--- config.mk ---
export PLATFORM = sky130hd
export DESIGN_NAME = ucf_channel
export DESIGN_NICKNAME = d
export VERILOG_FILES = /design/src/hw/ucf_rx_fifo.v /design/src/hw/ucf_channel.v
export VERILOG_INCLUDE_DIRS = /design/src /design/src/hw
export SDC_FILE = /design/constraint.sdc
export NUM_CORES = 1
export LEC_CHECK = 0
export BUFFER_PORTS_ARGS = -buffer_cell sky130_fd_sc_hd__buf_4
export CORE_UTILIZATION = 65
export CTS_BUF_LIST = sky130_fd_sc_hd__clkbuf_8 sky130_fd_sc_hd__clkbuf_16
export CTS_CLUSTER_DIAMETER = 40
export DETAILED_ROUTE_END_ITERATION = 7
export PLACE_DENSITY = 0.8
export SLEW_MARGIN = 0
export SYNTH_ARGS = -nofsm -noshare
export SYNTH_HDL_FRONTEND = slang
export SYNTH_SLANG_ARGS = --single-unit
--- constraint.sdc ---
create_clock -name ref_clk -period 4.7 [get_ports ref_clk]
set_input_delay 0.47 -clock ref_clk [delete_from_list [all_inputs] [get_ports ref_clk]]
set_output_delay 0.47 -clock ref_clk [all_outputs]
set_load 0.01 [all_outputs]
--- src/hw/ucf_defines.vh ---
// Register offsets, field positions, command codes and timing counts for the channel block.
`ifndef UCF_DEFINES_VH
`define UCF_DEFINES_VH
`define UCF_ADDR_W         4
`define UCF_OFF_MODE       4'h0
`define UCF_OFF_STATUS     4'h1
`define UCF_OFF_COMMAND    4'h2
`define UCF_OFF_DATA       4'h3
`define UCF_OFF_MODE_ZERO  4'h4
`define UCF_OFF_OUT_LATCH  4'h5
`define UCF_M1_FLOW        7
`define UCF_M1_LEVEL_LO    6
`define UCF_M1_ERRMODE     5
`define UCF_M1_PAR_HI      4
`define UCF_M1_PAR_LO      3
`define UCF_M1_PAR_SENSE   2
`define UCF_M1_LEN_HI      1
`define UCF_M1_LEN_LO      0
`define UCF_M0_LEVEL_HI    6
`define UCF_M0_DEPTH       3
`define UCF_PAR_NORMAL     2'h0
`define UCF_PAR_FORCE      2'h1
`define UCF_PAR_NONE       2'h2
`define UCF_PAR_MULTIDROP  2'h3
`define UCF_CMD_SET_PTR    8'h01
`define UCF_CMD_RESET_ERR  8'h04
`define UCF_MODE1_RESET    8'h00
`define UCF_MODE2_RESET    8'h00
`define UCF_MODE0_RESET    8'h00
`define UCF_LATCH_RESET    8'h00
`define UCF_LVL8_0         5'h01
`define UCF_LVL8_1         5'h03
`define UCF_LVL8_2         5'h06
`define UCF_LVL8_3         5'h08
`define UCF_LVL16_0        5'h01
`define UCF_LVL16_1        5'h08
`define UCF_LVL16_2        5'h0c
`define UCF_LVL16_3        5'h10
`define UCF_CLK_HZ         100000000
`define UCF_BAUD           115200
`define UCF_OVERSAMPLE     16
`define UCF_BAUD_DIV       ((`UCF_CLK_HZ) / ((`UCF_BAUD) * (`UCF_OVERSAMPLE)))
`endif

--- src/hw/ucf_rx_fifo.v ---
// Receive FIFO with a selectable logical depth of 8 or 16 entries.
`timescale 1ns/10ps
module ucf_rx_fifo
#(
  parameter WIDTH = 11,
  parameter DEPTH = 16
)
(
  // Clock and reset
  input  wire             ref_clk,
  input  wire             rst,
  // Control
  input  wire             deep_sel,
  input  wire             push,
  input  wire [WIDTH-1:0] push_data,
  input  wire             pop,
  // State
  output wire [WIDTH-1:0] top,
  output wire [4:0]       count,
  output wire             full,
  output wire             empty
);
  reg [WIDTH-1:0] mem [0:DEPTH-1];
  reg [3:0]       wr_ptr_q;
  reg [3:0]       rd_ptr_q;
  reg [4:0]       count_q;
  wire            do_push;
  wire            do_pop;
  wire [4:0]      limit;

  // The shallow setting only lowers the fill limit, so storage stays one array.
  assign limit   = deep_sel ? 5'h10 : 5'h08;
  assign full    = (count_q >= limit);
  assign empty   = (count_q == 5'h00);
  assign count   = count_q;
  assign top     = mem[rd_ptr_q];
  assign do_push = push & ~full;
  assign do_pop  = pop & ~empty;

  always @(posedge ref_clk)
  begin
    if (do_push)
    begin
      mem[wr_ptr_q] <= push_data;
    end
  end

  always @(posedge ref_clk)
  begin
    if (rst)
    begin
      wr_ptr_q <= 4'h0;
      rd_ptr_q <= 4'h0;
      count_q  <= 5'h00;
    end
    else
    begin
      if (do_push)
      begin
        wr_ptr_q <= wr_ptr_q + 4'h1;
      end
      if (do_pop)
      begin
        rd_ptr_q <= rd_ptr_q + 4'h1;
      end
      if (do_push & ~do_pop)
      begin
        count_q <= count_q + 5'h01;
      end
      else if (do_pop & ~do_push)
      begin
        count_q <= count_q - 5'h01;
      end
    end
  end
endmodule // ucf_rx_fifo

--- src/hw/ucf_channel.v ---
// Channel A format and receiver flow-control logic with a small serial transmitter and receiver.
//
// The address-and-strobe port was chosen for this implementation.
`timescale 1ns/10ps
`include "ucf_defines.vh"
module ucf_channel
#(
  parameter BAUD_DIV = `UCF_BAUD_DIV
)
(
  // Clock and reset
  input  wire                   ref_clk,
  input  wire                   rst,
  // Register port
  input  wire [`UCF_ADDR_W-1:0] reg_addr,
  input  wire [7:0]             reg_wdata,
  input  wire                   reg_wr,
  input  wire                   reg_rd,
  output reg  [7:0]             reg_rdata,
  // Serial lines
  input  wire                   rx_line,
  output reg                    tx_line,
  // Output port pins, active low
  output reg                    chan_a_request_to_send_n,
  output reg  [7:1]             output_port_n,
  // Receive fill level reached
  output wire                   rx_fill_level_hit
);
  localparam S_IDLE  = 3'h0;
  localparam S_START = 3'h1;
  localparam S_DATA  = 3'h2;
  localparam S_PAR   = 3'h3;
  localparam S_STOP  = 3'h4;
  localparam S_MARK  = 3'h5;

  reg  [7:0]  mode_word_one_chan_a_q;
  reg  [7:0]  mode_word_two_chan_a_q;
  reg  [7:0]  mode_word_zero_q;
  reg  [7:0]  output_port_latch_q;
  reg         ptr_two_q;
  reg  [15:0] div_q;
  reg         tick_q;
  reg         rx_s1_q;
  reg         rx_s2_q;
  reg  [2:0]  rst_q;
  reg  [3:0]  rtick_q;
  reg  [2:0]  rbit_q;
  reg  [7:0]  rshift_q;
  reg         rpar_q;
  reg         rpar_bit_q;
  reg         drop_q;
  reg  [10:0] hold_q;
  reg         hold_valid_q;
  reg         rts_neg_q;
  reg         overrun_q;
  reg  [2:0]  accum_q;
  reg  [2:0]  tst_q;
  reg  [3:0]  ttick_q;
  reg  [2:0]  tbit_q;
  reg  [7:0]  tshift_q;
  reg         tpar_q;
  reg  [7:0]  tx_hold_q;
  reg         tx_hold_valid_q;
  reg  [4:0]  level;
  reg  [2:0]  rx_err;
  reg         exp_par;
  reg         char_done;
  reg  [10:0] char_word;

  wire [1:0]  par_mode;
  wire        par_sense;
  wire [2:0]  last_bit;
  wire        par_on;
  wire        start_seen;
  wire        push;
  wire [10:0] push_data;
  wire        pop;
  wire [10:0] top;
  wire [4:0]  count;
  wire        full;
  wire        empty;
  wire        deep_sel;
  wire [2:0]  err_view;
  wire        cmd_wr;
  wire [7:0]  status;

  assign par_mode  = mode_word_one_chan_a_q[`UCF_M1_PAR_HI:`UCF_M1_PAR_LO];
  assign par_sense = mode_word_one_chan_a_q[`UCF_M1_PAR_SENSE];
  assign last_bit  = 3'h4 + {1'b0, mode_word_one_chan_a_q[`UCF_M1_LEN_HI:`UCF_M1_LEN_LO]};
  assign par_on    = (par_mode != `UCF_PAR_NONE);
  assign deep_sel  = mode_word_zero_q[`UCF_M0_DEPTH];
  assign cmd_wr    = reg_wr & (reg_addr == `UCF_OFF_COMMAND);

  // Baud divider gives a one-cycle enable at sixteen times the bit rate.
  always @(posedge ref_clk)
  begin
    if (rst)
    begin
      div_q  <= 16'h0000;
      tick_q <= 1'b0;
    end
    else
    begin
      tick_q <= (div_q == BAUD_DIV[15:0] - 16'h0001);
      div_q  <= (div_q == BAUD_DIV[15:0] - 16'h0001) ? 16'h0000 : div_q + 16'h0001;
    end
  end

  // Register port, mode pointer and output latch.
  always @(posedge ref_clk)
  begin
    if (rst)
    begin
      mode_word_one_chan_a_q <= `UCF_MODE1_RESET;
      mode_word_two_chan_a_q <= `UCF_MODE2_RESET;
      mode_word_zero_q       <= `UCF_MODE0_RESET;
      output_port_latch_q    <= `UCF_LATCH_RESET;
      ptr_two_q              <= 1'b0;
    end
    else
    begin
      if ((reg_wr | reg_rd) & (reg_addr == `UCF_OFF_MODE))
      begin
        ptr_two_q <= 1'b1;
      end
      if (cmd_wr & (reg_wdata == `UCF_CMD_SET_PTR))
      begin
        ptr_two_q <= 1'b0;
      end
      if (reg_wr & (reg_addr == `UCF_OFF_MODE) & ~ptr_two_q)
      begin
        mode_word_one_chan_a_q <= reg_wdata;
      end
      if (reg_wr & (reg_addr == `UCF_OFF_MODE) & ptr_two_q)
      begin
        mode_word_two_chan_a_q <= reg_wdata;
      end
      if (reg_wr & (reg_addr == `UCF_OFF_MODE_ZERO))
      begin
        mode_word_zero_q <= reg_wdata;
      end
      // Flow control never rewrites the latch; only software does.
      if (reg_wr & (reg_addr == `UCF_OFF_OUT_LATCH))
      begin
        output_port_latch_q <= reg_wdata;
      end
    end
  end

  always @(posedge ref_clk)
  begin
    if (rst)
    begin
      reg_rdata <= 8'h00;
    end
    else if (reg_rd)
    begin
      case (reg_addr)
        `UCF_OFF_MODE:      reg_rdata <= ptr_two_q ? mode_word_two_chan_a_q
                                                   : mode_word_one_chan_a_q;
        `UCF_OFF_STATUS:    reg_rdata <= status;
        `UCF_OFF_DATA:      reg_rdata <= top[7:0];
        `UCF_OFF_MODE_ZERO: reg_rdata <= mode_word_zero_q;
        `UCF_OFF_OUT_LATCH: reg_rdata <= output_port_latch_q;
        default:            reg_rdata <= 8'h00;
      endcase
    end
    else
    begin
      reg_rdata <= 8'h00;
    end
  end

  // The line is asynchronous; only the second stage is read.
  always @(posedge ref_clk)
  begin
    if (rst)
    begin
      rx_s1_q <= 1'b1;
      rx_s2_q <= 1'b1;
    end
    else
    begin
      rx_s1_q <= rx_line;
      rx_s2_q <= rx_s1_q;
    end
  end

  // Receive checks evaluated at the stop-bit sample.
  always @*
  begin
    exp_par   = (par_mode == `UCF_PAR_NORMAL) ? (rpar_q ^ par_sense) : par_sense;
    rx_err    = 3'h0;
    rx_err[0] = ((par_mode == `UCF_PAR_NORMAL) | (par_mode == `UCF_PAR_FORCE))
                & (rpar_bit_q != exp_par);
    // Multi-drop keeps the received address flag in the parity slot.
    if (par_mode == `UCF_PAR_MULTIDROP)
    begin
      rx_err[0] = rpar_bit_q;
    end
    rx_err[1] = ~rx_s2_q;
    rx_err[2] = ~rx_s2_q & (rshift_q == 8'h00) & ~(par_on & rpar_bit_q);
    char_done = tick_q & (rst_q == S_STOP) & (rtick_q == 4'hf);
    char_word = {rx_err, rshift_q};
  end

  assign start_seen = tick_q & (rst_q == S_START) & (rtick_q == 4'h7) & ~rx_s2_q;

  always @(posedge ref_clk)
  begin
    if (rst)
    begin
      rst_q      <= S_IDLE;
      rtick_q    <= 4'h0;
      rbit_q     <= 3'h0;
      rshift_q   <= 8'h00;
      rpar_q     <= 1'b0;
      rpar_bit_q <= 1'b0;
    end
    else if (tick_q)
    begin
      rtick_q <= rtick_q + 4'h1;
      case (rst_q)
        S_IDLE:
        begin
          rtick_q <= 4'h0;
          if (~rx_s2_q)
          begin
            rst_q <= S_START;
          end
        end
        S_START:
        begin
          if (rtick_q == 4'h7)
          begin
            rtick_q  <= 4'h0;
            rbit_q   <= 3'h0;
            rshift_q <= 8'h00;
            rpar_q   <= 1'b0;
            rst_q    <= rx_s2_q ? S_IDLE : S_DATA;
          end
        end
        S_DATA:
        begin
          if (rtick_q == 4'hf)
          begin
            rshift_q[rbit_q] <= rx_s2_q;
            rpar_q           <= rpar_q ^ rx_s2_q;
            rbit_q           <= rbit_q + 3'h1;
            if (rbit_q == last_bit)
            begin
              rst_q <= par_on ? S_PAR : S_STOP;
            end
          end
        end
        S_PAR:
        begin
          if (rtick_q == 4'hf)
          begin
            rpar_bit_q <= rx_s2_q;
            rst_q      <= S_STOP;
          end
        end
        S_STOP:
        begin
          if (rtick_q == 4'hf)
          begin
            rpar_bit_q <= 1'b0;
            rst_q      <= rx_s2_q ? S_IDLE : S_MARK;
          end
        end
        S_MARK:
        begin
          if (rx_s2_q)
          begin
            rst_q <= S_IDLE;
          end
        end
        default: rst_q <= S_IDLE;
      endcase
    end
  end

  // One byte waits in a holding stage behind a full FIFO, as the shift register would.
  assign push      = ~full & (hold_valid_q | (char_done & ~drop_q));
  assign push_data = hold_valid_q ? hold_q : char_word;
  assign pop       = reg_rd & (reg_addr == `UCF_OFF_DATA);

  ucf_rx_fifo
  #(
    .WIDTH (11),
    .DEPTH (16)
  )
  u_rx_fifo
  (
    .ref_clk   (ref_clk),
    .rst       (rst),
    .deep_sel  (deep_sel),
    .push      (push),
    .push_data (push_data),
    .pop       (pop),
    .top       (top),
    .count     (count),
    .full      (full),
    .empty     (empty)
  );

  always @(posedge ref_clk)
  begin
    if (rst)
    begin
      hold_q       <= 11'h000;
      hold_valid_q <= 1'b0;
      drop_q       <= 1'b0;
      rts_neg_q    <= 1'b0;
      overrun_q    <= 1'b0;
      accum_q      <= 3'h0;
    end
    else
    begin
      if (start_seen)
      begin
        drop_q <= full & hold_valid_q;
      end
      if (char_done & ~drop_q & (full | hold_valid_q))
      begin
        hold_q       <= char_word;
        hold_valid_q <= 1'b1;
      end
      else if (push & hold_valid_q)
      begin
        hold_valid_q <= 1'b0;
      end
      if (~full | ~mode_word_one_chan_a_q[`UCF_M1_FLOW])
      begin
        rts_neg_q <= 1'b0;
      end
      else if (start_seen)
      begin
        rts_neg_q <= 1'b1;
      end
      // A new error in the clearing cycle survives the reset-error command.
      if (cmd_wr & (reg_wdata == `UCF_CMD_RESET_ERR))
      begin
        overrun_q <= start_seen & full & hold_valid_q;
        accum_q   <= empty ? 3'h0 : top[10:8];
      end
      else
      begin
        overrun_q <= overrun_q | (start_seen & full & hold_valid_q);
        accum_q   <= accum_q | (empty ? 3'h0 : top[10:8]);
      end
    end
  end

  assign err_view = mode_word_one_chan_a_q[`UCF_M1_ERRMODE] ? accum_q
                                                          : (empty ? 3'h0 : top[10:8]);

  always @*
  begin
    case ({mode_word_zero_q[`UCF_M0_LEVEL_HI], mode_word_one_chan_a_q[`UCF_M1_LEVEL_LO]})
      2'h0:    level = deep_sel ? `UCF_LVL16_0 : `UCF_LVL8_0;
      2'h1:    level = deep_sel ? `UCF_LVL16_1 : `UCF_LVL8_1;
      2'h2:    level = deep_sel ? `UCF_LVL16_2 : `UCF_LVL8_2;
      default: level = deep_sel ? `UCF_LVL16_3 : `UCF_LVL8_3;
    endcase
  end

  assign rx_fill_level_hit = (count >= level);
  assign status = {err_view[2], err_view[1], err_view[0], overrun_q,
                   rx_fill_level_hit, ~tx_hold_valid_q, full, ~empty};

  // Flow control only works while software holds latch bit zero at one.
  always @(posedge ref_clk)
  begin
    if (rst)
    begin
      chan_a_request_to_send_n <= 1'b1;
      output_port_n            <= 7'h7f;
    end
    else
    begin
      chan_a_request_to_send_n <= ~output_port_latch_q[0] | rts_neg_q;
      output_port_n            <= ~output_port_latch_q[7:1];
    end
  end

  // Transmitter: start, data bits, optional parity, one stop bit.
  always @(posedge ref_clk)
  begin
    if (rst)
    begin
      tst_q           <= S_IDLE;
      ttick_q         <= 4'h0;
      tbit_q          <= 3'h0;
      tshift_q        <= 8'h00;
      tpar_q          <= 1'b0;
      tx_line         <= 1'b1;
      tx_hold_q       <= 8'h00;
      tx_hold_valid_q <= 1'b0;
    end
    else
    begin
      if (reg_wr & (reg_addr == `UCF_OFF_DATA) & ~tx_hold_valid_q)
      begin
        tx_hold_q       <= reg_wdata;
        tx_hold_valid_q <= 1'b1;
      end
      if (tick_q)
      begin
        ttick_q <= ttick_q + 4'h1;
        case (tst_q)
          S_IDLE:
          begin
            ttick_q <= 4'h0;
            if (tx_hold_valid_q)
            begin
              tshift_q        <= tx_hold_q;
              tx_hold_valid_q <= 1'b0;
              tbit_q          <= 3'h0;
              tpar_q          <= (par_mode == `UCF_PAR_NORMAL) ? par_sense : 1'b0;
              tx_line         <= 1'b0;
              tst_q           <= S_START;
            end
          end
          S_START:
          begin
            if (ttick_q == 4'hf)
            begin
              tx_line <= tshift_q[0];
              tpar_q  <= tpar_q ^ tshift_q[0];
              tst_q   <= S_DATA;
            end
          end
          S_DATA:
          begin
            if (ttick_q == 4'hf)
            begin
              tbit_q <= tbit_q + 3'h1;
              if (tbit_q == last_bit)
              begin
                // Forced and multi-drop modes send the sense bit itself.
                tx_line <= par_on ? ((par_mode == `UCF_PAR_NORMAL) ? tpar_q : par_sense)
                                  : 1'b1;
                tst_q   <= par_on ? S_PAR : S_STOP;
              end
              else
              begin
                tx_line <= tshift_q[tbit_q + 3'h1];
                tpar_q  <= tpar_q ^ tshift_q[tbit_q + 3'h1];
              end
            end
          end
          S_PAR:
          begin
            if (ttick_q == 4'hf)
            begin
              tx_line <= 1'b1;
              tst_q   <= S_STOP;
            end
          end
          S_STOP:
          begin
            if (ttick_q == 4'hf)
            begin
              tst_q <= S_IDLE;
            end
          end
          default: tst_q <= S_IDLE;
        endcase
      end
    end
  end
endmodule // ucf_channel

-- Yosys cells after proc, flatten, opt, wreduce, memory -nomap -nowiden
Memory sizes are Yosys's and may differ from the RTL's. A register that Yosys moved wholly into a read port is not among the register bits.
Cells that the tools add are included.
- div/mod/pow operators: 0
- $add $sub $neg: 10
- $lt $le $gt $ge: 5
- bitwise gates (word level): 57
- reductions and logical operators: 27
- eq/ne operators: 42
- multiplexer cells: 80
- shift-type cells: 0
- $mul: 0
- operators with widths (operator ; number):
    $mux W3 ; 22
    $pmux W8 S5 ; 1
    $and A1 B1 Y1 ; 32
    $mux W1 ; 29
    $ne A2 B2 Y1 const B ; 13
    $mux W4 ; 6
    $mux W8 ; 3
    $pmux W3 S6 ; 1
    $add A16 B1 Y16 const B ; 1
    $add A4 B1 Y4 const B ; 4
    $eq A16 B6 Y1 const B ; 1
    $pmux W8 S2 ; 1
    $mux W5 ; 3
    $pmux W3 S5 ; 1
    $pmux W5 S3 ; 1
    $eq A3 B2 Y1 const B ; 4
    $eq A4 B3 Y1 const B ; 3
    $not A1 Y1 ; 12
    $pmux W3 S2 ; 2
    $reduce_and A4 Y1 ; 3
    $reduce_and A6 Y1 ; 2
    $mux W11 ; 1
    $ge A5 B5 Y1 ; 2
    $reduce_bool A2 Y1 ; 5
    42 further kinds ; 68
- register bits after elaboration: 148
- logic and storage cells: 257
- input bits: 17
- output and inout port bits: 18
- memory bits (read-only): 0
- memory bits (writable): 176
- latch bits: 0
- memories kept: 1
- memories (name ; depth ; width ; read ports ; clocked after Yosys merged registers in ; write ports ; line ; RTL):
    u_rx_fifo.mem ; 16 ; 11 ; 1 ; 1 ; 1 ; ucf_rx_fifo.v:23 ; reg [WIDTH-1:0] mem [0:DEPTH-1];

-- Longest topological paths before layout
Gate-level depths: netlist of the first run.
- depth in word-level cells: 11
- depth in mapped cells: 13
- mapped depth without buffers: 13

-- By module
A second synthesis of the first run with hierarchy kept.
- cell total of the unflattened synthesis: 1152
- area, all modules: 14056.0 um^2
- modules (own cells, without submodules) (module ; times used ; seq. area each (um^2) ; area each (um^2) ; cells an instance):
    ucf_rx_fifo ; 1 ; 5625.4 ; 7618.6 ; 391
    ucf_channel ; 1 ; 2702.6 ; 6437.4 ; 761

-- Worst setup path after synthesis of the first run
Ideal clock, no wire load.
- kind: register to register
- start point: register mode_word_zero_q[3]
- end point: register u_rx_fifo.count_q[4] (netlist: u_rx_fifo.count[4])
- buffers on the path: 0
- setup time: 0.070 ns
- period minus slack after synthesis: 3.232 ns
- path slack: 1.468 ns
- data required time: 4.630 ns
- arrival time: 3.161 ns
- stages on the path, launching flop included: 14
- path through: dfxtp_1 > inv_1 > ha_1 > or4b_2 > a21boi_1 > nor3_2 > ha_1 > inv_1 > ha_1 > a21o_1 > a21oi_1 > xnor2_1 > or3_1 > a21oi_1
- word-level cells in the longest chain between the ends: 8
- elaborated cells on any way between the ends: 10
- classes of those cells: order compare (1); mux (2); bitwise (6); reduce/logical (1)
- RTL lines (item ; line ; RTL):
    from (decl) ; ucf_channel.v:38 ; reg [7:0] mode_word_zero_q;
    from (signal assigned) ; ucf_channel.v:116 ; mode_word_zero_q <= `UCF_MODE0_RESET;
    from (signal assigned) ; ucf_channel.v:140 ; mode_word_zero_q <= reg_wdata;
    $mux W5 (*) ; ucf_rx_fifo.v:32 ; assign limit = deep_sel ? 5'h10 : 5'h08;
    $ge A5 B5 Y1 (*) ; ucf_rx_fifo.v:33 ; assign full = (count_q >= limit);
    $not A1 Y1 (*) ; ucf_rx_fifo.v:37, ucf_channel.v:285 ;
    $and A1 B1 Y1 ; ucf_channel.v:285 ; assign push = ~full & (hold_valid_q | (char_done & ~drop_q));
    $and A1 B1 Y1 (*) ; ucf_rx_fifo.v:37 ; assign do_push = push & ~full;
    via u_rx_fifo.do_push ; ucf_rx_fifo.v:27 ; wire do_push;
    $not A1 Y1 ; ucf_rx_fifo.v:70 ; else if (do_pop & ~do_push)
    $and A1 B1 Y1 ; ucf_rx_fifo.v:70 ;
    $reduce_bool A2 Y1 (no source line) ; -- ;
    to (signal assigned) ; ucf_rx_fifo.v:68 ; count_q <= count_q + 5'h01;
    to (signal assigned) ; ucf_rx_fifo.v:72 ; count_q <= count_q - 5'h01;
    to (decl) ; ucf_rx_fifo.v:26 ; reg [4:0] count_q;
The timed path passes the listed nets; every way through them passes the cells marked *.
A chain may end at the register's enable or synchronous reset.

-- Final worst setup path of the first run
Ends and elaborated chain as after synthesis.

==> metrics.txt, run 1 <==
Die Y 148.8 µm; RR Startpoint mode_word_zero_q[3]; post-synth top area share 0.3775; commonest non-fill, non-tap cell in the layout edfxtp_1; IR drop worst, VDD 0.0002697 V; RSZ-0062 raised after global routing no; part of the Yosys area used for sequential elements 0.5949; WS Path Type reg -> reg; crit path DAT 4.32 ns; design area 15780 µm²; Root Buffer clkbuf_16; syn_nets 1120; crit start category register; Die X 148.8 µm; Routed WL 31.73 mm; post-route minimum period 3.864 ns; CP most frequent cell ha_1; Reg2Reg Depth 13; Setup Viol. Count Final 0; Worst Tran Pin Value 1.184 ns; Slew HR 0.2079; WHS Path Cells 2; Cells after Synth 1080; IO buf count 34; Area contributors post-synth edfxtp_1 38%, dfxtp_1 22%, mux4_2 6.4%; CTS tree built; CTS buffer count 40; layout net count 1149; row count 53; syn avg cell area 12.96 µm²; hold bufs inserted after CTS 0; number of clock sinks 328; Hold Crit Start rx_line; first-pass GRT wire length 48.79 mm; Synth Flop Type edfxtp_1; number of global-route vias before repair 8822; postcts setup bufs 0; Max Cap Viol 0; Overall Global Routing Usage 0.2936; reg2reg end u_rx_fifo.count[4]; initial antenna violation count 0; Routability Congestion 0.8465; total die area 22130 µm²; antenna cells 0; required time worst endpoint 5.16 ns; r2r setup slk 0.84 ns; PD cells 394.0 nW/µm²; most frequent cells in the layout 176 x edfxtp_1, 150 x dfxtp_1, 121 x nor2_1; CP max stage cell or4b_2; Setup Skew 0.03042 ns; Area Overhead vs Synth 12.75%; Worst Path Buf+Inv 2; setup_tns 0 ns; Distinct cells, synth 71; initial DRC count 900; routed length per placed instance 22.41 µm; largest net degree at the start of global routing 62; final period utilization 0.8220; WHS Endpoint rx_s1_q; fmax 258.8 MHz; antenna viol nets, final 0; final-report hold violation count 0; Remaining DRCs 0; CTS H-tree depth 2; Worst-path clk slew 0.06 ns; Critical Path Fanout Max 7; Max Slew Vio Count 0; number of synthesized flops with an enable pin 176; I/O pins 35; gr ovfl total 0; vias post-DR 9117; core footprint 21090 µm²; Synth Cell Area 14000 µm²; cell type with the largest total area after synthesis edfxtp_1; Post-synth ARST share 0; critical-path cell list inv_1, ha_1, or4b_2, a21boi_1, nor3_2, ha_1, inv_1, ha_1, a21o_1, a21oi_1, xnor2_1, or3_1, a21oi_1; detailed placement HPWL 20.08 mm; share of cells above drive strength 1 0.1525; Pre-antenna DRT Iters 5; Placed Area 14400 µm²; slowest cell delay on critical path 0.57 ns; Static Leakage 5.755 nW; status finished, final reports clean; latest clock arrival within the worst-skew pair 0.53 ns; clock tree buffer depth 3; yosys warns 0; Synth Register Bits 328; Initial Utilization 0.6638; worst hold path type in -> reg; CTS-repair resized insts 0; CP delay by family, top simple AND/OR/NAND/NOR gates; CP Capture Type register; Vias/cell 6.439
power breakdown:
| group | switching (W) | leakage, nW | internal (W) |
|---|---|---|---|
| Combinational | 0.0000677 | 2.19 | 0.0000359 |
| Sequential | 0.0000125 | 2.86 | 0.00300 |
| Clock | 0.00121 | 0.706 | 0.00189 |
| Total | 0.00129 | 5.76 | 0.00493 |
layout make-up:
cell class / instances / area (µm²)
Sequential cell: 328 / 8330
Inverter: 25 / 93.84
Clock inverter: 27 / 232.7
Fill cell: 1307 / 5305
Timing Repair Buffer: 43 / 322.8
Tap cell: 275 / 344.1
Multi-Input combinational cell: 671 / 5305
Clock buffer: 47 / 1154
sequential cells by signal, indices dropped and copies added (netlist names), 4 cells and up, named ones only:
name,count
u_rx_fifo.mem,176
div_q,16
hold_q,11
mode_word_one_chan_a_q,8
mode_word_two_chan_a_q,8
mode_word_zero_q,8
output_port_latch_q,8
reg_rdata,8
rshift_q,8
tshift_q,8
tx_hold_q,8
output_port_n,7
u_rx_fifo.count,5
rtick_q,4
ttick_q,4
u_rx_fifo.rd_ptr_q,4
u_rx_fifo.wr_ptr_q,4
stage by stage:
| step | util | power [W] | std cells | hold slack (ns) | worst slack [ns] |
|---|---|---|---|---|---|
| 2_1_floorplan | - | 0.003135 | 1080 | 0.3703 | 1.468 |
| 3_3_place_gp | 0.6827 | 0.003175 | 1342 | 0.3849 | 1.139 |
| 3_5_place_dp | 0.6827 | 0.003177 | 1342 | 0.3912 | 0.9915 |
| 4_1_cts | 0.7484 | 0.006248 | 1416 | 0.1143 | 0.9196 |
| 5_1_grt | 0.7484 | 0.006379 | 1416 | 0.1089 | 0.6336 |
| 6_report | 0.7484 | 0.006218 | 1416 | 0.1261 | 0.8365 |
kinds of logic after synthesis:
| logic type | synth area share |
|---|---|
| buffers and inverters | 0.02610 |
| and+or+nand+nor | 0.1147 |
| xor gates and xnor gates | 0.01877 |
| muxes | 0.1510 |
| AOI/OAI and AO/OA | 0.07347 |
| DFF | 0.5949 |
| adders and majority gates | 0.02109 |
Yosys cell counts (all sizes together), types with 6 or more instances:
library cell	count
nand4	7
o21ai	22
ha	22
mux2i	81
a21o	6
xor2	12
mux4	51
or4	7
nor4	10
edfxtp	176
and2	10
a31oi	6
nand3b	14
o22ai	12
a22oi	10
inv	25
nand2b	15
mux2	10
clkbuf	38
xnor2	18
a211oi	6
nand2	48
and3	12
dfxtp	152
or3	10
nor3	12
nand3	33
a21oi	46
nor2	121
buf	18
o211ai	6
worst max path at each step:
stage,to,cells after the start,slack (ns),startpoint
after global routing,u_rx_fifo.count[4],13,0.63,mode_word_zero_q[3]
after floorplan,u_rx_fifo.count[4],13,1.47,mode_word_zero_q[3]
after CTS,u_rx_fifo.count[4],13,0.92,mode_word_zero_q[3]
final,u_rx_fifo.count[4],13,0.84,mode_word_zero_q[3]
after global placement,u_rx_fifo.count[4],13,1.14,mode_word_zero_q[3]
after detailed placement,u_rx_fifo.count[4],13,0.99,mode_word_zero_q[3]
layer usage:
layer | vias up | track usage | wire length (µm)
met4 | 0 | 0.1219 | 1072
met1 | 4458 | 0.4091 | 12980
met2 | 434 | 0.4449 | 14590
met5 | - | 0 | 0
met3 | 85 | 0.07095 | 3082
li1 | 4140 | - | -
No activity file was read; power rests on OpenSTA's default activity.
==> run 2: changes to the inputs <==
- CORE_UTILIZATION: 65 -> 62
- PLACE_DENSITY: 0.8 -> 0.77
- clock period: 4.7 -> 3.9 ns (I/O delays scaled with it)
==> run 2 against run 1 <==
  * Cell count is 0.42% higher
  * Register-to-register slack worse by 0.50 ns
  * Power is 17% higher
  * Via count is 1.6% lower
  * Clock power is 14% higher
  * Critical path depth stayed put
  * Clock skew is 0.0095 ns lower
  * Critical path type unchanged
  * Critical endpoint unchanged
==> metrics.txt, run 2 (same netlist as run 1, synthesis figures left out) <==
share of cells above drive strength 1 0.1524 (about the same); gr ovfl total 0 (unchanged); most frequent cells in the layout 176 x edfxtp_1, 150 x dfxtp_1, 121 x nor2_1; I/O pins 35 (unchanged); CTS H-tree depth 2 (unchanged); sequential power share 0.499 (+0.014); largest net degree at the start of global routing 85 (+37%); initial antenna violation count 0 (unchanged); Static Leakage 5.716 nW (-0.68%); detailed placement HPWL 20.07 mm (about the same); antenna cells 0 (unchanged); status finished, final reports clean; number of clock sinks 328 (unchanged); Util after Layout 0.7155 (-0.03293); hold bufs inserted after CTS 0 (unchanged); CP most frequent cell ha_1; Die X 152.3 µm (+2.4%); top flop regs u_rx_fifo.mem: 176 flops, div_q: 16 flops, hold_q: 11 flops; layout net count 1154 (+0.44%); Root Buffer clkbuf_16; required time worst endpoint 4.35 ns (-0.81 ns); latest clock arrival within the worst-skew pair 0.53 ns (about the same); largest reg by FF count u_rx_fifo.mem; CTS tree built; initial DRC count 799 (-11%); Pre-antenna DRT Iters 5 (unchanged); crit path DAT 4.01 ns (-0.31 ns); WS Path Type reg -> reg; Slew HR 0.1489 (-0.05902); IO buf count 34 (unchanged); Worst Tran Pin Value 1.272 ns (+0.08821 ns); Seq. cell area 8330 µm² (unchanged); multi-input logic area 5305 µm² (unchanged); row count 54 (+1.9%); commonest non-fill, non-tap cell in the layout edfxtp_1; Max Slew Vio Count 0 (unchanged); design area 15710 µm² (-0.45%); NetSw 0.001533 W (+19%); clock tree buffer depth 3 (unchanged); Overall Global Routing Usage 0.2693 (-0.02433); worst hold path type in -> reg; fillers 1484 (+14%); postcts setup bufs 0 (unchanged); number of global-route vias before repair 8663 (-1.8%); critical-path cell list inv_1, ha_1, or4b_2, a21boi_1, nor3_2, ha_1, inv_1, ha_1, a21o_1, a21oi_1, xnor2_1, or3_1, a21oi_1; crit start category register; core footprint 21960 µm² (+4.1%); Area Overhead vs Synth 12.24%; Routability Congestion 0.8508 (+0.51%); Routed WL 30.53 mm (-3.8%); Remaining DRCs 0 (unchanged); PD cells 463.4 nW/µm² (+18%); vias post-DR 8967 (-1.6%); Worst-path clk slew 0.06 ns (about the same); max reg flops 176 (unchanged); final setup margin 0.3393 ns (-0.4971 ns); final-report hold violation count 0 (unchanged); Critical Path Fanout Max 6 (-1); Setup Viol. Count Final 0 (unchanged); Internal Dissipation 0.005749 W (+17%); final period utilization 0.9130 (+0.09096); Die Y 152.3 µm (+2.4%); CP Capture Type register; Placed Area 14450 µm² (+0.36%); combinational share of power 0.017 (about the same); RSZ-0062 raised after global routing no; setup_tns 0 ns (unchanged); Vias/cell 6.306 (-2.1%); sw frac 0.2105 (+0.003023); Setup Skew 0.02090 ns (-0.009528 ns); Max Cap Viol 0 (unchanged); routed length per placed instance 21.47 µm (-4.2%); Clk pwr share 0.484 (-0.015); Post-Place Worst Slack 0.3738 ns (-0.6177 ns); Initial Utilization 0.6375 (-0.02633); first-pass GRT wire length 48.42 mm (-0.75%); IR drop worst, VDD 0.0004688 V (+74%); CTS-repair resized insts 0 (unchanged); CP max stage cell or4b_2; antenna viol nets, final 0 (unchanged); total die area 23180 µm² (+4.8%); fmax 280.8 MHz (+8.5%); CTS buffer count 39 (-2.5%); slowest cell delay on critical path 0.58 ns (about the same); post-route minimum period 3.561 ns (-0.3029 ns)
[run 2: area by class of cell]
type	instances	area share
Inverter	25	0.005973
Sequential cell	328	0.5302
Tap cell	280	0.02230
Clock buffer	40	0.06371
Timing Repair Buffer	49	0.02341
Clock inverter	29	0.01672
Multi-Input combinational cell	671	0.3377
[run 2: final timing paths]
kind                                             start  slack, ns  depth (start not counted)            endpoint
worst max-delay path               mode_word_zero_q[3]       0.34                         13  u_rx_fifo.count[4]
worst min register to register  output_port_latch_q[4]       0.40                          1    output_port_n[4]
worst min-delay path                           rx_line       0.05                          2             rx_s1_q
worst max register to register     mode_word_zero_q[3]       0.34                         13  u_rx_fifo.count[4]
[run 2: power groups by stage]
| stage | clock network [W] | logic (W) | registers, W |
|---|---|---|---|
| final | 0.00352 | 0.000126 | 0.00363 |
| after global placement | 0 | 0.000122 | 0.00371 |
| after global routing | 0.00370 | 0.000137 | 0.00363 |
| after floorplan | 0 | 0.0000793 | 0.00370 |
| after detailed placement | 0 | 0.000124 | 0.00371 |
| after CTS | 0.00356 | 0.000124 | 0.00363 |
[run 2: worst max-delay path, delay by kind of cell (launching register included)]
kind                       cells  cell delay [ns]
xor gates and xnor gates       1             0.10
and+or+nand+nor                3             0.99
adders and majority gates      3             0.81
AOI/OAI and AO/OA              4             0.94
DFF                            1             0.40
buffers and inverters          2             0.25
[run 2: through the flow]
stage,cells,total power [W],hold WS (ns)
after floorplan,1080,0.003778,0.3703
after global placement,1353,0.003827,0.3838
after detailed placement,1353,0.003829,0.3846
after CTS,1422,0.007317,0.03858
after global routing,1422,0.007467,0.04440
final,1422,0.007281,0.05121
[run 2: metal layers]
metal | vias to the layer above | track usage | wire length (µm)
met5 | - | 0 | 0
met4 | 0 | 0.1001 | 937
met3 | 65 | 0.04380 | 2129
met2 | 330 | 0.4220 | 14140
met1 | 4422 | 0.3823 | 13330
li1 | 4150 | - | -
==> run 3: changes to the inputs <==
--- a/config.mk
+++ b/config.mk
@@ -9,2 +9,3 @@
 export BUFFER_PORTS_ARGS = -buffer_cell sky130_fd_sc_hd__buf_4
+export CAP_MARGIN = 25
 export CORE_UTILIZATION = 62
@@ -13,2 +14,3 @@
 export DETAILED_ROUTE_END_ITERATION = 7
+export GPL_TIMING_DRIVEN = 0
 export PLACE_DENSITY = 0.77
==> constraint.sdc (replaced) <==
create_clock -name ref_clk -period 3.9 [get_ports ref_clk]
set_input_delay 0.78 -clock ref_clk [delete_from_list [all_inputs] [get_ports ref_clk]]
set_output_delay 0.78 -clock ref_clk [all_outputs]
set_load 0.01 [all_outputs]
==> run 3 against run 2 <==
  * Hold slack better by 0.35 ns
  * Clock power up 7.4%
  * Cell count up 3.7%
  * Clock skew up 0.0014 ns
  * Non-clock buffer count up 48
  * First-iteration DRC count up 4.9%
  * Power up 3.7%
  * Global-route usage up 2.8 points
  * Maximum frequency down 2.5%
==> metrics.txt, run 3 (same netlist as run 1, synthesis figures left out) <==
r2r setup slk 0.25 ns (-0.09 ns); crit path DAT 4.10 ns (+0.09 ns); clock tree buffer depth 3 (unchanged); CP max stage cell or4b_2; CTS tree built; slowest cell delay on critical path 0.64 ns (+0.06 ns); row count 54 (unchanged); required time worst endpoint 4.35 ns (about the same); Die X 152.3 µm (unchanged); IR drop worst, VDD 0.0004631 V (-1.2%); sequential power share 0.481 (-0.018); final period utilization 0.9363 (+0.02334); number of global-route vias before repair 9279 (+7.1%); initial DRC count 838 (+4.9%); Setup Viol. Count Final 0 (unchanged); final setup margin 0.2483 ns (-0.09101 ns); Root Buffer clkbuf_16; PD cells 470.1 nW/µm² (+1.4%); Routed WL 33.78 mm (+11%); postcts setup bufs 0 (unchanged); commonest non-fill, non-tap cell in the layout edfxtp_1; share of cells above drive strength 1 0.1548 (+0.002447); initial antenna violation count 0 (unchanged); WHS Path Cells 1 (-1); core footprint 21960 µm² (unchanged); Pre-antenna DRT Iters 7 (+2); Remaining DRCs 0 (unchanged); CTS H-tree depth 2 (unchanged); vias post-DR 9461 (+5.5%); CP Capture Type register; NetSw 0.001552 W (+1.3%); Worst Tran Pin Value 0.9440 ns (-0.3280 ns); Static Leakage 5.872 nW (+2.7%); Critical Path Fanout Max 7 (+1); crit start category register; gr ovfl total 0 (unchanged); fillers 1421 (-4.2%); latest clock arrival within the worst-skew pair 0.54 ns (about the same); largest reg by FF count u_rx_fifo.mem; Slew HR 0.3648 (+0.2160); Levels on crit path 13 (unchanged); setup_tns 0 ns (unchanged); Max Slew Vio Count 0 (unchanged); number of clock sinks 328 (unchanged); layout net count 1204 (+4.3%); routed length per placed instance 22.90 µm (+6.7%); detailed placement HPWL 21.91 mm (+9.2%); Die Y 152.3 µm (unchanged); Reg2Reg Depth 13 (unchanged); WS Path Type reg -> reg; antenna viol nets, final 0 (unchanged); Max Cap Viol 0 (unchanged); CTS buffer count 41 (+5.1%); Setup Skew 0.02231 ns (+0.001413 ns); worst hold path type reg -> reg; Vias/cell 6.414 (+1.7%); status finished, final reports clean; I/O pins 35 (unchanged); largest net degree at the start of global routing 17 (-80%); Hold Slack 0.4038 ns (+0.3526 ns); Internal Dissipation 0.005996 W (+4.3%); Clk pwr share 0.500 (+0.016); Overall Global Routing Usage 0.2974 (+0.02808); Worst-path clk slew 0.06 ns (about the same); RSZ-0062 raised after global routing no; Area Overhead vs Synth 14.69%; fmax 273.8 MHz (-2.5%); total die area 23180 µm² (unchanged); max reg flops 176 (unchanged); first-pass GRT wire length 52.39 mm (+8.2%); CP most frequent cell ha_1; post-route minimum period 3.652 ns (+0.09101 ns); top flop regs u_rx_fifo.mem: 176 flops, div_q: 16 flops, hold_q: 11 flops; Util after Layout 0.7312 (+0.01567); sw frac 0.2056 (-0.004899); critical-path cell list inv_1, ha_1, or4b_2, a21boi_4, nor3_4, ha_1, inv_1, ha_1, a21o_1, a21oi_1, xnor2_1, or3_1, a21oi_1; IO buf count 32 (-5.9%); Initial Utilization 0.6375 (unchanged); CP delay by family, top simple AND/OR/NAND/NOR gates; final-report hold violation count 0 (unchanged); Post-Place Worst Slack 0.07207 ns (-0.3017 ns); Routability Congestion 0.8981 (+5.6%); Pwr Total 0.007548 W (+3.7%); Worst Path Buf+Inv 2 (unchanged); most frequent cells in the layout 176 x edfxtp_1, 152 x dfxtp_1, 121 x nor2_1; antenna cells 0 (unchanged); combinational share of power 0.019 (+0.002)
## run 3: worst paths after layout
path | from | end
worst max-delay path | u_rx_fifo.count[3] | u_rx_fifo.count[4]
worst min-delay path | output_port_latch_q[7] | output_port_n[7]
worst max register to register | u_rx_fifo.count[3] | u_rx_fifo.count[4]
worst min register to register | output_port_latch_q[7] | output_port_n[7]
## run 3: power groups by stage
stage / clock network (W) / registers [W] / logic [W]
2_1_floorplan: 0 / 0.00370 / 0.0000793
3_3_place_gp: 0 / 0.00370 / 0.000137
6_report: 0.00378 / 0.00363 / 0.000144
5_1_grt: 0.00394 / 0.00363 / 0.000155
4_1_cts: 0.00381 / 0.00363 / 0.000141
3_5_place_dp: 0 / 0.00370 / 0.000140
## run 3: worst register-to-register path: cells and delay by family, from the launching register on
kind            cells  cell delay [ns]
buf+inv             2             0.23
flops               1             0.48
simple gates        3             1.08
xor+xnor            1             0.10
compound gates      4             0.86
fa+ha+maj           3             0.82
## run 3: per-layer routing
layer,global-route usage,share of wire
met1,0.3917,0.41
met2,0.4937,0.49
met3,0.04721,0.071
met4,0.1268,0.037
met5,0,0
## run 3: repair_timing
action                     in CTS  in global routing
gates cloned                    0                  0
setup endpoints to repair       1                  1
hold buffers                    0                  0
resized for setup               1                  2
pin swaps                       0                  1
## run 3: cell type report
type	count	area, µm²	area share
repair buffers	41	307.8	0.01917
well taps	280	350.3	0.02182
plain buffers	56	271.5	0.01691
inverters	25	93.84	0.005845
multi-input cells	671	5326	0.3317
clock inverters	29	296.5	0.01847
clock buffers	45	1081	0.06733
flip-flops and latches	328	8328	0.5187
## run 3: per-stage QoR
step	cell area, µm²	instances
6_report	16060	1475
5_1_grt	16060	1475
4_1_cts	16020	1472
3_5_place_dp	14630	1398
3_3_place_gp	14590	1392
2_1_floorplan	14000	1080
